--- src/logic/tcpb_pkg.sv ---
package tcpb_pkg;

    // ****************************************
    // Sizes
    // ****************************************
    localparam int unsigned NUM_CNT = 5;
    localparam int unsigned CNT_W = 16;
    localparam int unsigned NUM_ALARM = 2;
    localparam int unsigned TAP_BITS = 4;
    localparam int unsigned NUM_TAPS = 4;

    // ****************************************
    // Register index map (data pointer values)
    // ****************************************
    localparam logic [4:0] IDX_MASTER = 5'h14;
    localparam logic [1:0] SUB_MODE = 2'h0;
    localparam logic [1:0] SUB_LOAD = 2'h1;
    localparam logic [1:0] SUB_ALARM = 2'h2;
    localparam logic [1:0] SUB_COUNT = 2'h3;

    // ****************************************
    // Master mode fields and reset values
    // ****************************************
    localparam int unsigned MM_DIV_LSB = 0;
    localparam int unsigned MM_SRC_LSB = 4;
    localparam int unsigned MM_OFF_BIT = 12;
    localparam int unsigned MM_BUS16_BIT = 14;
    localparam logic [15:0] MM_RESET = 16'h0000;
    localparam logic [15:0] CHAN_MODE_RESET = 16'h0000;
    localparam logic [15:0] LOAD_RESET = 16'h0000;

    // ****************************************
    // Count source codes
    // ****************************************
    localparam logic [3:0] SRC_SCALED_BASE = 4'h0;
    localparam logic [3:0] SRC_PIN_BASE = 4'h4;
    localparam logic [3:0] SRC_GATE_BASE = 4'h9;
    localparam logic [3:0] SRC_LAST = 4'hd;

    // ****************************************
    // Types
    // ****************************************
    typedef enum logic [1:0] {
        GM_NONE = 2'b00,
        GM_LEVEL = 2'b01,
        GM_EDGE = 2'b11,
        GM_FSEL = 2'b10
    } tcpb_gate_mode_e;

    typedef enum logic [1:0] {
        OM_PULSE = 2'b00,
        OM_TOGGLE = 2'b01,
        OM_IDLE = 2'b11,
        OM_HIZ = 2'b10
    } tcpb_out_mode_e;

    typedef enum logic [1:0] {
        ACC_IDLE = 2'b00,
        ACC_WRITE = 2'b01,
        ACC_READ = 2'b10
    } tcpb_acc_e;

    typedef struct packed {
        logic spare;
        logic alarm_en;
        logic out_pol;
        tcpb_out_mode_e out_mode;
        tcpb_gate_mode_e gate_mode;
        logic gate_pol;
        logic [2:0] gate_sel;
        logic src_pol;
        logic [3:0] src_sel;
    } tcpb_chan_cfg_s;

endpackage

--- src/logic/tcpb_sync.sv ---
`timescale 1ns/1ns
module tcpb_sync #(
    parameter int unsigned WIDTH = 15
) (
    // Clock and reset
    input wire logic clk_i,
    input wire logic srst_i,
    // Pins in and synchronised copy out
    input wire logic [WIDTH-1:0] async_i,
    output logic [WIDTH-1:0] sync_o
);

    logic [WIDTH-1:0] meta_q;
    logic [WIDTH-1:0] sync_q;

    // First stage is read only by the second
    always_ff @(posedge clk_i) begin
        if (srst_i) begin
            meta_q <= '0;
            sync_q <= '0;
        end else begin
            meta_q <= async_i;
            sync_q <= meta_q;
        end
    end

    assign sync_o = sync_q;

endmodule

--- src/logic/tcpb_chan.sv ---
`timescale 1ns/1ns
module tcpb_chan #(
    parameter int unsigned CNT_W = 16,
    parameter bit HAS_ALARM = 1'b0
) (
    // Clock and reset
    input wire logic clk_i,
    input wire logic srst_i,
    // Configuration
    input wire tcpb_pkg::tcpb_chan_cfg_s cfg_i,
    input wire logic [CNT_W-1:0] load_i,
    input wire logic [CNT_W-1:0] alarm_i,
    input wire logic load_strobe_i,
    input wire logic run_i,
    // Count events and gate
    input wire logic src_evt_i,
    input wire logic alt_evt_i,
    input wire logic gate_i,
    // Results
    output logic tc_o,
    output logic [CNT_W-1:0] count_o,
    output logic wave_o,
    output logic wave_oe_n_o
);

    logic gate_d_q;
    logic armed_q;
    logic tgl_q;
    logic tc_q;
    logic [CNT_W-1:0] count_q;
    logic wave_q;
    logic oe_n_q;
    logic evt;
    logic allow;
    logic adv;
    logic tc_now;
    logic level;

    always_comb begin
        evt = src_evt_i;
        allow = 1'b1;
        case (cfg_i.gate_mode)
            tcpb_pkg::GM_NONE: allow = 1'b1;
            tcpb_pkg::GM_LEVEL: allow = gate_i;
            tcpb_pkg::GM_EDGE: allow = armed_q;
            tcpb_pkg::GM_FSEL: evt = gate_i ? src_evt_i : alt_evt_i;
            default: allow = 1'b1;
        endcase
        adv = run_i & evt & allow;
        // Next state would be zero: reload instead
        tc_now = adv & (count_q <= CNT_W'(1));
    end

    // Edge-initiated gating stays armed until terminal count
    always_ff @(posedge clk_i) begin
        if (srst_i) begin
            gate_d_q <= 1'b0;
            armed_q <= 1'b0;
        end else begin
            gate_d_q <= gate_i;
            if (gate_i & ~gate_d_q) begin
                armed_q <= 1'b1;
            end else if (tc_now) begin
                armed_q <= 1'b0;
            end
        end
    end

    always_ff @(posedge clk_i) begin
        if (srst_i) begin
            count_q <= '0;
            tc_q <= 1'b0;
        end else begin
            tc_q <= tc_now;
            if (load_strobe_i) begin
                count_q <= load_i;
            end else if (tc_now) begin
                count_q <= load_i;
            end else if (adv) begin
                count_q <= count_q - CNT_W'(1);
            end
        end
    end

    always_comb begin
        case (cfg_i.out_mode)
            tcpb_pkg::OM_PULSE: level = tc_q;
            tcpb_pkg::OM_TOGGLE: level = tgl_q;
            default: level = 1'b0;
        endcase
        if (HAS_ALARM && cfg_i.alarm_en) begin
            level = (count_q == alarm_i);
        end
    end

    always_ff @(posedge clk_i) begin
        if (srst_i) begin
            tgl_q <= 1'b0;
            wave_q <= 1'b0;
            oe_n_q <= 1'b1;
        end else begin
            if (tc_now) begin
                tgl_q <= ~tgl_q;
            end
            wave_q <= level ^ cfg_i.out_pol;
            oe_n_q <= (cfg_i.out_mode == tcpb_pkg::OM_HIZ) & ~(HAS_ALARM && cfg_i.alarm_en);
        end
    end

    assign tc_o = tc_q;
    assign count_o = count_q;
    assign wave_o = wave_q;
    assign wave_oe_n_o = oe_n_q;

endmodule

--- src/logic/tcpb_top.sv ---
`timescale 1ns/1ns
// Operation
// - Frequency output divides its selected input by 1 to 16 via 4-bit field.
// - Frequency divider input picks one of 14 sources, scaled taps included.
// - Software turns frequency output on or off; off holds it low.
// - After reset frequency output uses first scaled tap divided by sixteen.
// - Each enable input can govern when its counter may advance.
// - One enable input may gate all five counters at once.
// - Enable inputs are also selectable as count sources everywhere.
// - Each counter holds its own polarity for its selected enable input.
// - Counters offer level gating, edge-initiated gating, or no gating.
// - A gating mode lets enable level choose between two counter frequencies.
// - In 8-bit bus mode an upper bus line qualifies each active enable.
// - Source pins route to any counter and divider with per-counter polarity.
// - Each counter drives a three-state pin with pulse or square waveform.
// - Each counter pin's active polarity is set independently.
// - Output logic detects the would-be-zero state to form waveforms.
// - Counters 1 and 2 may assert output while count equals alarm.
// - Host bus has 16 lines; high means one, low means zero.
// - Bus takes data on write with select, drives it on read with select.
// - With chip select inactive all bus lines stay high-impedance.
// - After reset bus is 8 bits wide until master mode selects 16.
// - First chip select clears power-on state; strobes ignored while deselected.
module tcpb_top #(
    parameter int unsigned NUM_CNT = tcpb_pkg::NUM_CNT,
    parameter int unsigned CNT_W = tcpb_pkg::CNT_W
) (
    // Clock and reset
    input wire logic clk_i,
    input wire logic srst_i,
    // Host bus strobes
    input wire logic host_cs_n_i,
    input wire logic host_rd_n_i,
    input wire logic host_wr_n_i,
    input wire logic host_cd_i,
    // Host bus lines
    input wire logic [15:0] host_bus_line_i,
    output logic [15:0] host_bus_line_o,
    output logic [15:0] host_bus_line_oe_n_o,
    // Counter pins
    input wire logic [NUM_CNT-1:0] count_source_pin_i,
    input wire logic [NUM_CNT-1:0] count_enable_input_i,
    output logic [NUM_CNT-1:0] counter_wave_pin_o,
    output logic [NUM_CNT-1:0] counter_wave_pin_oe_n_o,
    // Frequency output and state
    output logic divided_freq_pin_o,
    output logic por_pending_o
);

    // ****************************************
    // Helpers
    // ****************************************
    function automatic logic pick_src(
        input logic [3:0] sel,
        input logic pol,
        input logic [NUM_CNT-1:0] src_rise,
        input logic [NUM_CNT-1:0] src_fall,
        input logic [NUM_CNT-1:0] gate_rise,
        input logic [NUM_CNT-1:0] gate_fall,
        input logic [tcpb_pkg::NUM_TAPS-1:0] taps
    );
        logic r;
        r = 1'b0;
        if (sel < tcpb_pkg::SRC_PIN_BASE) begin
            r = taps[2'(sel - tcpb_pkg::SRC_SCALED_BASE)];
        end else if (sel < tcpb_pkg::SRC_GATE_BASE) begin
            r = pol ? src_fall[3'(sel - tcpb_pkg::SRC_PIN_BASE)]
                    : src_rise[3'(sel - tcpb_pkg::SRC_PIN_BASE)];
        end else if (sel <= tcpb_pkg::SRC_LAST) begin
            r = pol ? gate_fall[3'(sel - tcpb_pkg::SRC_GATE_BASE)]
                    : gate_rise[3'(sel - tcpb_pkg::SRC_GATE_BASE)];
        end
        return r;
    endfunction

    function automatic logic [15:0] bus_read_byte(
        input logic [15:0] word,
        input logic bus16,
        input logic hi
    );
        logic [15:0] r;
        r = word;
        if (!bus16) begin
            r = {8'h00, hi ? word[15:8] : word[7:0]};
        end
        return r;
    endfunction

    // ****************************************
    // Pin synchronisers
    // ****************************************
    localparam int unsigned SYNC_W = 3 * NUM_CNT;

    logic [SYNC_W-1:0] pins_sync;
    logic [SYNC_W-1:0] pins_d_q;
    logic [NUM_CNT-1:0] src_s;
    logic [NUM_CNT-1:0] gate_s;
    logic [NUM_CNT-1:0] aux_s;
    logic [NUM_CNT-1:0] src_rise;
    logic [NUM_CNT-1:0] src_fall;
    logic [NUM_CNT-1:0] gate_rise;
    logic [NUM_CNT-1:0] gate_fall;

    tcpb_sync #(
        .WIDTH(SYNC_W)
    ) u_sync (
        .clk_i(clk_i),
        .srst_i(srst_i),
        .async_i({host_bus_line_i[8 +: NUM_CNT], count_enable_input_i, count_source_pin_i}),
        .sync_o(pins_sync)
    );

    always_ff @(posedge clk_i) begin
        if (srst_i) begin
            pins_d_q <= '0;
        end else begin
            pins_d_q <= pins_sync;
        end
    end

    assign src_s = pins_sync[0 +: NUM_CNT];
    assign gate_s = pins_sync[NUM_CNT +: NUM_CNT];
    assign aux_s = pins_sync[2*NUM_CNT +: NUM_CNT];
    assign src_rise = src_s & ~pins_d_q[0 +: NUM_CNT];
    assign src_fall = ~src_s & pins_d_q[0 +: NUM_CNT];
    assign gate_rise = gate_s & ~pins_d_q[NUM_CNT +: NUM_CNT];
    assign gate_fall = ~gate_s & pins_d_q[NUM_CNT +: NUM_CNT];

    // ****************************************
    // Scaled oscillator taps
    // ****************************************
    localparam int unsigned PRE_W = tcpb_pkg::TAP_BITS * (tcpb_pkg::NUM_TAPS - 1);

    logic [PRE_W-1:0] pre_q;
    logic [tcpb_pkg::NUM_TAPS-1:0] taps;

    always_ff @(posedge clk_i) begin
        if (srst_i) begin
            pre_q <= '0;
        end else begin
            pre_q <= pre_q + PRE_W'(1);
        end
    end

    // First tap is the core clock itself, each further tap one sixteenth of the last
    always_comb begin
        taps[0] = 1'b1;
        for (int k = 1; k < tcpb_pkg::NUM_TAPS; k++) begin
            taps[k] = &pre_q[k*tcpb_pkg::TAP_BITS-1 -: tcpb_pkg::TAP_BITS] & ((k == 1) ? 1'b1 : taps[k-1]);
        end
    end

    // ****************************************
    // Host access
    // ****************************************
    tcpb_pkg::tcpb_acc_e acc_q;
    logic [4:0] ptr_q;
    logic byte_hi_q;
    logic [7:0] lo_byte_q;
    logic [15:0] master_q;
    logic por_q;
    logic [15:0] mode_q [NUM_CNT];
    logic [CNT_W-1:0] load_q [NUM_CNT];
    logic [CNT_W-1:0] alarm_q [tcpb_pkg::NUM_ALARM];
    logic [NUM_CNT-1:0] load_strobe_q;
    logic [15:0] bus_out_q;
    logic [15:0] bus_oe_n_q;
    logic cs_act;
    logic wr_act;
    logic rd_act;
    logic bus16;
    logic commit;
    logic [15:0] wr_word;
    logic [15:0] rd_word;
    logic [2:0] ptr_cnt;
    logic [1:0] ptr_sub;
    logic [CNT_W-1:0] count_w [NUM_CNT];
    logic [NUM_CNT-1:0] wave_w;

    // Strobes count only while chip select is low
    assign cs_act = ~host_cs_n_i;
    assign wr_act = cs_act & ~host_wr_n_i;
    assign rd_act = cs_act & ~host_rd_n_i;
    assign bus16 = master_q[tcpb_pkg::MM_BUS16_BIT];
    assign ptr_cnt = ptr_q[4:2];
    assign ptr_sub = ptr_q[1:0];
    // Narrow bus pairs low byte then high byte; the word lands on the high byte
    assign commit = bus16 | byte_hi_q;
    assign wr_word = bus16 ? host_bus_line_i : {host_bus_line_i[7:0], lo_byte_q};

    always_comb begin
        rd_word = 16'h0000;
        if (host_cd_i) begin
            rd_word = {10'h000, por_q, wave_w};
        end else if (ptr_q == tcpb_pkg::IDX_MASTER) begin
            rd_word = master_q;
        end else if (32'(ptr_cnt) < NUM_CNT) begin
            case (ptr_sub)
                tcpb_pkg::SUB_MODE: rd_word = mode_q[ptr_cnt];
                tcpb_pkg::SUB_LOAD: rd_word = 16'(load_q[ptr_cnt]);
                tcpb_pkg::SUB_ALARM: rd_word = (32'(ptr_cnt) < tcpb_pkg::NUM_ALARM) ? 16'(alarm_q[ptr_cnt[0]]) : 16'h0000;
                tcpb_pkg::SUB_COUNT: rd_word = 16'(count_w[ptr_cnt]);
                default: rd_word = 16'h0000;
            endcase
        end
    end

    // Access sequencer: one take per strobe assertion
    always_ff @(posedge clk_i) begin
        if (srst_i) begin
            acc_q <= tcpb_pkg::ACC_IDLE;
        end else begin
            case (acc_q)
                tcpb_pkg::ACC_IDLE: begin
                    if (wr_act) begin
                        acc_q <= tcpb_pkg::ACC_WRITE;
                    end else if (rd_act) begin
                        acc_q <= tcpb_pkg::ACC_READ;
                    end
                end
                tcpb_pkg::ACC_WRITE: begin
                    if (!wr_act) begin
                        acc_q <= tcpb_pkg::ACC_IDLE;
                    end
                end
                tcpb_pkg::ACC_READ: begin
                    if (!rd_act) begin
                        acc_q <= tcpb_pkg::ACC_IDLE;
                    end
                end
                default: acc_q <= tcpb_pkg::ACC_IDLE;
            endcase
        end
    end

    // Power-on state lasts until the first chip select
    always_ff @(posedge clk_i) begin
        if (srst_i) begin
            por_q <= 1'b1;
        end else if (cs_act) begin
            por_q <= 1'b0;
        end
    end

    // Pointer and byte pairing
    always_ff @(posedge clk_i) begin
        if (srst_i) begin
            ptr_q <= '0;
            byte_hi_q <= 1'b0;
            lo_byte_q <= 8'h00;
        end else if (acc_q == tcpb_pkg::ACC_IDLE && wr_act) begin
            if (host_cd_i) begin
                ptr_q <= host_bus_line_i[4:0];
                byte_hi_q <= 1'b0;
            end else if (!bus16) begin
                lo_byte_q <= host_bus_line_i[7:0];
                byte_hi_q <= ~byte_hi_q;
            end
        end else if (acc_q == tcpb_pkg::ACC_READ && !rd_act && !host_cd_i && !bus16) begin
            byte_hi_q <= ~byte_hi_q;
        end
    end

    // Register writes
    always_ff @(posedge clk_i) begin
        if (srst_i) begin
            master_q <= tcpb_pkg::MM_RESET;
            for (int n = 0; n < NUM_CNT; n++) begin
                mode_q[n] <= tcpb_pkg::CHAN_MODE_RESET;
                load_q[n] <= CNT_W'(tcpb_pkg::LOAD_RESET);
            end
            for (int n = 0; n < tcpb_pkg::NUM_ALARM; n++) begin
                alarm_q[n] <= '0;
            end
            load_strobe_q <= '0;
        end else begin
            load_strobe_q <= '0;
            if (acc_q == tcpb_pkg::ACC_IDLE && wr_act && !host_cd_i && commit) begin
                if (ptr_q == tcpb_pkg::IDX_MASTER) begin
                    master_q <= wr_word;
                end else if (32'(ptr_cnt) < NUM_CNT) begin
                    case (ptr_sub)
                        tcpb_pkg::SUB_MODE: mode_q[ptr_cnt] <= wr_word;
                        tcpb_pkg::SUB_LOAD: begin
                            load_q[ptr_cnt] <= CNT_W'(wr_word);
                            load_strobe_q[ptr_cnt] <= 1'b1;
                        end
                        tcpb_pkg::SUB_ALARM: begin
                            if (32'(ptr_cnt) < tcpb_pkg::NUM_ALARM) begin
                                alarm_q[ptr_cnt[0]] <= CNT_W'(wr_word);
                            end
                        end
                        default: ;
                    endcase
                end
            end
        end
    end

    // Bus drivers: narrow mode never drives the upper lines
    always_ff @(posedge clk_i) begin
        if (srst_i) begin
            bus_out_q <= 16'h0000;
            bus_oe_n_q <= 16'hffff;
        end else begin
            bus_out_q <= bus_read_byte(rd_word, bus16, byte_hi_q);
            bus_oe_n_q[7:0] <= {8{~rd_act}};
            bus_oe_n_q[15:8] <= {8{~(rd_act & bus16)}};
        end
    end

    assign host_bus_line_o = bus_out_q;
    assign host_bus_line_oe_n_o = bus_oe_n_q;

    // ****************************************
    // Counters
    // ****************************************
    logic [NUM_CNT-1:0] tc_w;
    logic [NUM_CNT-1:0] oe_n_w;

    for (genvar n = 0; n < NUM_CNT; n++) begin : g_chan
        tcpb_pkg::tcpb_chan_cfg_s cfg;
        logic gate_q;
        logic evt_q;
        logic [2:0] gsel;

        assign cfg = tcpb_pkg::tcpb_chan_cfg_s'(mode_q[n]);
        assign gsel = (32'(cfg.gate_sel) < NUM_CNT) ? cfg.gate_sel : 3'(n);

        // Any counter may name any enable pin, so one pin can serve several
        always_ff @(posedge clk_i) begin
            if (srst_i) begin
                gate_q <= 1'b0;
                evt_q <= 1'b0;
            end else begin
                gate_q <= (gate_s[gsel] ^ cfg.gate_pol) & (bus16 | aux_s[gsel]);
                evt_q <= pick_src(cfg.src_sel, cfg.src_pol, src_rise, src_fall, gate_rise, gate_fall, taps);
            end
        end

        tcpb_chan #(
            .CNT_W(CNT_W),
            .HAS_ALARM(n < tcpb_pkg::NUM_ALARM)
        ) u_chan (
            .clk_i(clk_i),
            .srst_i(srst_i),
            .cfg_i(cfg),
            .load_i(load_q[n]),
            .alarm_i((n < tcpb_pkg::NUM_ALARM) ? alarm_q[n % tcpb_pkg::NUM_ALARM] : '0),
            .load_strobe_i(load_strobe_q[n]),
            .run_i(~por_q),
            .src_evt_i(evt_q),
            .alt_evt_i(tc_w[(n + NUM_CNT - 1) % NUM_CNT]),
            .gate_i(gate_q),
            .tc_o(tc_w[n]),
            .count_o(count_w[n]),
            .wave_o(wave_w[n]),
            .wave_oe_n_o(oe_n_w[n])
        );
    end

    assign counter_wave_pin_o = wave_w;
    assign counter_wave_pin_oe_n_o = oe_n_w;

    // ****************************************
    // Frequency output divider
    // ****************************************
    logic [3:0] fdiv_q;
    logic divided_freq_pin_q;
    logic fevt_q;
    logic [3:0] div_m1;
    logic [4:0] fhalf;

    // Field zero means sixteen: the wrap of field-1 gives the top count
    assign div_m1 = master_q[tcpb_pkg::MM_DIV_LSB +: 4] - 4'h1;
    assign fhalf = 5'(({1'b0, div_m1} + 5'h2) >> 1);

    always_ff @(posedge clk_i) begin
        if (srst_i) begin
            fevt_q <= 1'b0;
            fdiv_q <= 4'hf;
            divided_freq_pin_q <= 1'b0;
        end else begin
            fevt_q <= pick_src(master_q[tcpb_pkg::MM_SRC_LSB +: 4], 1'b0, src_rise, src_fall,
                               gate_rise, gate_fall, taps);
            if (fevt_q) begin
                fdiv_q <= (fdiv_q >= div_m1) ? 4'h0 : fdiv_q + 4'h1;
            end
            divided_freq_pin_q <= ~master_q[tcpb_pkg::MM_OFF_BIT] & ({1'b0, fdiv_q} < fhalf);
        end
    end

    assign divided_freq_pin_o = divided_freq_pin_q;
    assign por_pending_o = por_q;

endmodule

--- config.mk ---
export PLATFORM = sky130hd
export DESIGN_NAME = tcpb_top
export DESIGN_NICKNAME = d
export VERILOG_FILES = /design/src/logic/tcpb_pkg.sv /design/src/logic/tcpb_sync.sv /design/src/logic/tcpb_chan.sv /design/src/logic/tcpb_top.sv
export SDC_FILE = /design/constraint.sdc
export NUM_CORES = 1
export LEC_CHECK = 0
export BUFFER_PORTS_ARGS = -buffer_cell sky130_fd_sc_hd__buf_2
export CAP_MARGIN = 10
export CORE_MARGIN = 5
export CORE_UTILIZATION = 35
export CTS_CLUSTER_SIZE = 14
export DETAILED_ROUTE_END_ITERATION = 7
export PLACE_DENSITY_LB_ADDON = 0.3
export SYNTH_ARGS = -nofsm -noshare
export SYNTH_HDL_FRONTEND = slang
export SYNTH_HIERARCHICAL = 1
export SYNTH_SLANG_ARGS = --single-unit
--- constraint.sdc ---
create_clock -name clk_i -period 4.6 [get_ports clk_i]
set_input_delay 0.46 -clock clk_i [delete_from_list [all_inputs] [get_ports clk_i]]
set_output_delay 0.46 -clock clk_i [all_outputs]
set_load 0.02 [all_outputs]
==> results of run 1 <==
==> sequential cells by signal, indices dropped and copies added, names as in the netlist, 10 cells and up, named ones only <==
signal / cells
load_q: 128
mode_q: 128
g_chan.u_chan/count_o: 80
alarm_q: 32
host_bus_line_o: 16
master_q: 16
u_sync/meta_q: 15
u_sync/sync_o: 15
pre_q: 12
pins_d_q: 10
==> worst max-delay path: stages (launching register included) <==
cell and delay [ps]:
dfxtp_1 300, or3_1 450, or4_4 620, nor3_2 380, nand2_1 240, or3_1 650
nand2b_1 650
==> cells by family after synthesis <==
logic type,Yosys count,share of synthesized area [%]
simple gates,909,17.45
compound gates,556,14.52
flops,525,48.84
buf+inv,306,4.905
mux,193,10.78
xor+xnor,61,1.948
fa+ha+maj,34,1.542
other cells,1,0.01368
==> cell type report <==
| type | instances | area, um2 | share of cell area, % |
|---|---|---|---|
| tap | 1040 | 1301 | 4.204 |
| multi-input combinational | 1849 | 13230 | 42.74 |
| clock buffer | 69 | 1471 | 4.753 |
| timing repair buffer | 110 | 659.4 | 2.130 |
| sequential | 525 | 13400 | 43.30 |
| clock inverter | 39 | 483.0 | 1.560 |
| antenna | 2 | 5.005 | 0.01617 |
| inverter | 107 | 401.6 | 1.297 |
==> power by group through the flow <==
stage               Combinational (uW)  Sequential [uW]  Clock (uW)
finish                            1790             5450        4860
global route                      1900             5470        5120
CTS                               1740             5450        4930
detailed placement                1730             5540           0
global placement                  1700             5540           0
floorplan                         1340             5370           0
==> synthesized netlist by cell type, types with 17 or more instances <==
cell | n | area, um2
nand3_1 | 54 | 270.3
buf_2 | 28 | 140.1
nor2b_1 | 52 | 325.3
or3_1 | 41 | 256.5
a211oi_1 | 49 | 367.9
nand2b_1 | 55 | 344.1
edfxtp_1 | 288 | 8648
nor2b_2 | 24 | 210.2
a31oi_1 | 39 | 244.0
o31ai_1 | 17 | 127.6
o22ai_1 | 21 | 131.4
nor2_1 | 321 | 1205
ha_1 | 33 | 412.9
o21ai_1 | 27 | 135.1
a21oi_1 | 102 | 510.5
or4_1 | 29 | 217.7
o211ai_1 | 32 | 240.2
nor3_1 | 57 | 285.3
inv_1 | 107 | 401.6
nor4_1 | 49 | 306.5
o21ai_0 | 67 | 335.3
nand2_1 | 120 | 450.4
clkbuf_1 | 127 | 476.7
mux2i_1 | 103 | 1031
buf_4 | 19 | 142.6
dfxtp_1 | 237 | 4745
xor2_1 | 45 | 394.1
mux4_2 | 81 | 1824
==> per-stage QoR <==
stage	utilization, %	std cells	hold slack, ps	total power (uW)
floorplan	-	2680	413.2	6713
global placement	37.36	3630	423.2	7241
detailed placement	37.36	3630	424.0	7277
CTS	39.88	3738	16.94	12120
global route	39.89	3739	34.96	12490
finish	39.89	3741	45.30	12100
==> placed cells by master (no fill, tap or decap), types with 12 or more instances in the layout <==
master / synthesis / routed
mux4_2: 81 / 81
nand3_1: 54 / 54
buf_4: 19 / 34
or4_1: 29 / 29
a211o_1: 14 / 14
nand2b_1: 55 / 55
nor2b_2: 24 / 24
o211ai_1: 32 / 32
nand4_1: 16 / 16
a211oi_1: 49 / 49
dfxtp_1: 237 / 233
xor2_1: 45 / 45
nor2_1: 321 / 320
clkbuf_16: 0 / 57
nor3b_1: 13 / 13
a22oi_1: 14 / 14
mux2i_4: 0 / 14
edfxtp_1: 288 / 288
nor4_1: 49 / 48
nor2b_1: 52 / 52
a31oi_1: 39 / 39
inv_1: 107 / 107
o31ai_1: 17 / 17
a21oi_1: 102 / 102
mux2i_1: 103 / 87
clkbuf_1: 127 / 12
o21ai_1: 27 / 27
nor3_1: 57 / 57
buf_2: 28 / 74
a41oi_1: 16 / 16
ha_1: 33 / 33
nand2_1: 120 / 120
xnor2_1: 16 / 16
o22ai_1: 21 / 21
or3_1: 41 / 41
o21ai_0: 67 / 67
conb_1: 1 / 96
==> per-layer routing <==
layer	vias up	track usage (%)	wire length (um)
li1	9750	-	-
met1	11114	30.69	40700
met2	1174	37.39	47140
met3	218	2.623	7735
met4	2	9.184	4839
met5	-	0	13
==> path summary, 6_finish.rpt <==
kind | start | to | cells after the start
max | acc_q[1]$_SDFFE_PP0P_ | mode_q[1][9]$_SDFFCE_PN0P_ | 6
min | count_enable_input_i[1] | u_sync/meta_q[6]$_SDFF_PP0_ | 2
max reg2reg | acc_q[1]$_SDFFE_PP0P_ | mode_q[1][9]$_SDFFCE_PN0P_ | 6
min reg2reg | u_sync/meta_q[10]$_SDFF_PP0_ | u_sync/sync_o[10]$_SDFF_PP0_ | 1
==> results.ini, run 1 <==
[sta]
fin_ws_ps = 933.4
rsz0062_at_grt = no
finalHoldViolCount = 0
min_period_over_period_pct = 79.71
max_clock_freq_mhz = 272.7
slew_violations = 0
finalSetupViolCount = 0
tightest_slew_ps = 1141
fin_tns_setup_ps = 0
period_minus_slack_ps = 3667
maxSlewHeadroom_pct = 21.97
finClkSkew_ps = 16.56

[critical_path]
critPathMaxFanout = 17
crit_type = flop to flop
crit_required_ps = 4860
cp-end-kind = flop
arrival_ps = 3930
reg2reg_slack_ps = 930
start_kind = flop

[power_and_ir_drop]
vdd_drop_max_mv = 0.2974
p_seq_share_pct = 45.1
power_leakage_uw = 0.01091
power.net_switching_uw = 3473
power.density_nw_per_um2 = 391.0
power.internal_uw = 8631
power_frac_clock_pct = 40.2
p_comb_share_pct = 14.8
p_sw_share_pct = 28.69

[cts]
cts_max_level = 2
insertion_delay_ps = 630
numCtsBuffers = 57
cts.sink_count = 525
clkTransAtPathRegs_ps = 60
cts_root_buf = clkbuf_16
cts_tree = yes
postCtsResizedCells = 0
post-cts-setup-buffers = 0
clockBufferDepth = 3
cts_hold_buf = 0

[yosys]
synthArstFlopShare_pct = 0
synth_cells = 2585
ys.flop_type = edfxtp_1
ys_ff_latch = 525
synth.yosys.seq_area_share_pct = 48.84
netlist_area_um2 = 27420
synth_warnings = 6
synth-edff-count = 288
ys_types = 93
avgSynthCellArea_um2 = 10.61

[routing]
drtIter0Drc = 2447
post_drt_wl_per_cell_um = 26.85
drtAntennaViolNets = 0
routed_via_density = 5.950
vias = 22258
drc = 0
drtPass1Iterations = 6
routed_wl_mm = 100.4

[global_routing]
grt_max_degree = 61
grt_usage_pct = 22.70
grt_overflow = 0
antenna_found_initial = 3
grt_pass1_wl_mm = 144.6
first_global_vias = 20852

[final_layout]
stdcell_area_um2 = 30950
nets = 2715
fillers = 7593
area_delta_synth_final_pct = 12.89
drive_gt1_share_pct = 14.49

[placed_design]
place_congestion = 1.034
hpwl_mm = 74.61
port_buffers = 75
place_ws_ps = 684.1
place_area_um2 = 28990

[job]
max-cap-violations = 0

[die]
die_area_um2 = 84040
core_um2 = 77590
start_util_pct = 35.34
row_count = 102
pin_count = 76
dieHeight_um = 289.9
die_x_um = 289.9

[min_path]
min-delay-path-class = primary input to flop

[run_status]
run_status = complete, no violations

(Power assumes the default switching activity.)
==> inputs of run 2 (changes only) <==
- clock period: 4.6 -> 3.7 ns (I/O delays scaled with it)
==> run 2 against run 1 <==
Effect of this change: sequential power increased by 24%; cell count increased by 2.1%; worst setup slack got worse by 350 ps; final area increased by 1.8%; register-to-register slack got worse by 320 ps; count of clock-buffer cells in the layout increased by 10; hold slack improved by 1.2 ps; sequential cell count unchanged; non-clock buffer count increased by 74; die area unchanged; via count increased by 0.92%.
==> results.ini, run 2 (synthesized netlist as in run 1, its figures left out) <==
[run_status]
run_status = complete, no violations

[critical_path]
arrival_ps = 3430
crit_type = primary input to flop
start_kind = primary input
cp-end-kind = flop
critPathMaxFanout = 16
crit_required_ps = 4020
slowest_stage = or4_4
critPathMaxStageDelay_ps = 600
worstPathCellList = dlygate4sd3_1 -> buf_2 -> or3_1 -> or4_4 -> nor3_2 -> buf_4 -> nand2_1 -> or3_1 -> nand2b_1 -> buf_4

[cts]
cts_tree = yes
numCtsBuffers = 59
clockBufferDepth = 3
cts_root_buf = clkbuf_16
cts.sink_count = 525
cts_max_level = 2
postCtsResizedCells = 0
insertion_delay_ps = 640
post-cts-setup-buffers = 0
clkTransAtPathRegs_ps = 60

[min_path]
min-delay-path-class = primary input to flop

[routing]
drtAntennaViolNets = 0
drtIter0Drc = 2667
routed_wl_mm = 101.2
vias = 22463
drc = 0
post_drt_wl_per_cell_um = 26.51
drtPass1Iterations = 6
routed_via_density = 5.882

[global_routing]
grt_overflow = 0
antenna_found_initial = 4
grt_max_degree = 137
first_global_vias = 21609
grt_pass1_wl_mm = 147.1
grt_usage_pct = 22.92

[power_and_ir_drop]
power.density_nw_per_um2 = 469.7
power_leakage_uw = 0.01125
p_comb_share_pct = 15.5
p_seq_share_pct = 45.6
power.internal_uw = 10460
power_uw = 14800
p_sw_share_pct = 29.28
power_frac_clock_pct = 38.8
vdd_drop_max_mv = 0.3705
power.net_switching_uw = 4333

[placed_design]
place_area_um2 = 29440
hpwl_mm = 75.76
dp.cells = 3688
port_buffers = 75
place_congestion = 1.001

[sta]
period_minus_slack_ps = 3113
maxSlewHeadroom_pct = 26.00
hold_ws_ps = 46.50
tightest_slew_ps = 1089
finalHoldViolCount = 0
slew_violations = 0
min_period_over_period_pct = 84.13
fin_tns_setup_ps = 0
finClkSkew_ps = 35.30
finalSetupViolCount = 0
rsz0062_at_grt = no
max_clock_freq_mhz = 321.3

[die]
row_count = 102
die_x_um = 289.9
pin_count = 76
start_util_pct = 35.34
core_um2 = 77590
die_area_um2 = 84040
dieHeight_um = 289.9

[final_layout]
area_delta_synth_final_pct = 14.90
stdcell_area_um2 = 31510
most-common-layout-cells = 320 x nor2_1, 288 x edfxtp_1, 233 x dfxtp_1
drive_gt1_share_pct = 16.38
final_cells = 3819
nets = 2791
final_common_cell = nor2_1

[job]
max-cap-violations = 0

==> run 2: area by class of cell <==
cell class / count / area, um2
diodes: 2 / 5.005
clock buffers: 79 / 1625
clock inverters: 33 / 267.8
fillers: 7587 / 46090
inverters: 107 / 401.6
multi-input cells: 1849 / 13200
flip-flops and latches: 525 / 13400
well taps: 1040 / 1301
repair buffers: 184 / 1308
==> run 2: repair_timing <==
| item | CTS | global route |
|---|---|---|
| hold endpoints to repair | 17 | 0 |
| hold buffers | 17 | 0 |
| setup endpoints to repair | 0 | 0 |
==> run 2: final timing paths <==
path / startpoint / endpoint / slack, ps / cells after the start
worst max-delay path: host_cs_n_i / load_q[0][7]$_SDFFCE_PN0P_ / 590 / 10
worst min-delay path: host_bus_line_i[9] / u_sync/meta_q[11]$_SDFF_PP0_ / 50 / 2
worst max register to register: ptr_q[0]$_SDFFE_PP0P_ / host_bus_line_o[3]$_SDFF_PP0_ / 610 / 6
worst min register to register: u_sync/meta_q[7]$_SDFF_PP0_ / u_sync/sync_o[7]$_SDFF_PP0_ / 440 / 1
==> run 2: critical path: cells and delay by family <==
kind	cells	cell delay (ps)
AND/OR/NAND/NOR	6	1960
buffers and inverters	4	1090
==> run 2: power by group through the flow <==
stage / combinational (uW) / sequential (uW) / clock (uW)
final: 2300 / 6750 / 5750
after global routing: 2440 / 6770 / 6080
after CTS: 2230 / 6740 / 5850
after detailed placement: 2200 / 6870 / 0
after global placement: 2170 / 6860 / 0
after floorplan: 1670 / 6680 / 0
==> run 2: stage by stage <==
step | util, % | setup slack [ps]
after detailed placement | 37.94 | 568.5
after global placement | 37.94 | 509.6
final | 40.60 | 587.4
after floorplan | - | 770.4
after global routing | 40.60 | 523.8
after CTS | 40.60 | 652.7
==> run 2: routing by layer <==
metal	up-vias	GRT usage, %	share of wire [%]
met5	-	0	0
met4	0	8.998	4.6
met3	227	3.518	8.1
met2	1171	37.25	47
met1	11163	30.96	41
li1	9902	-	-
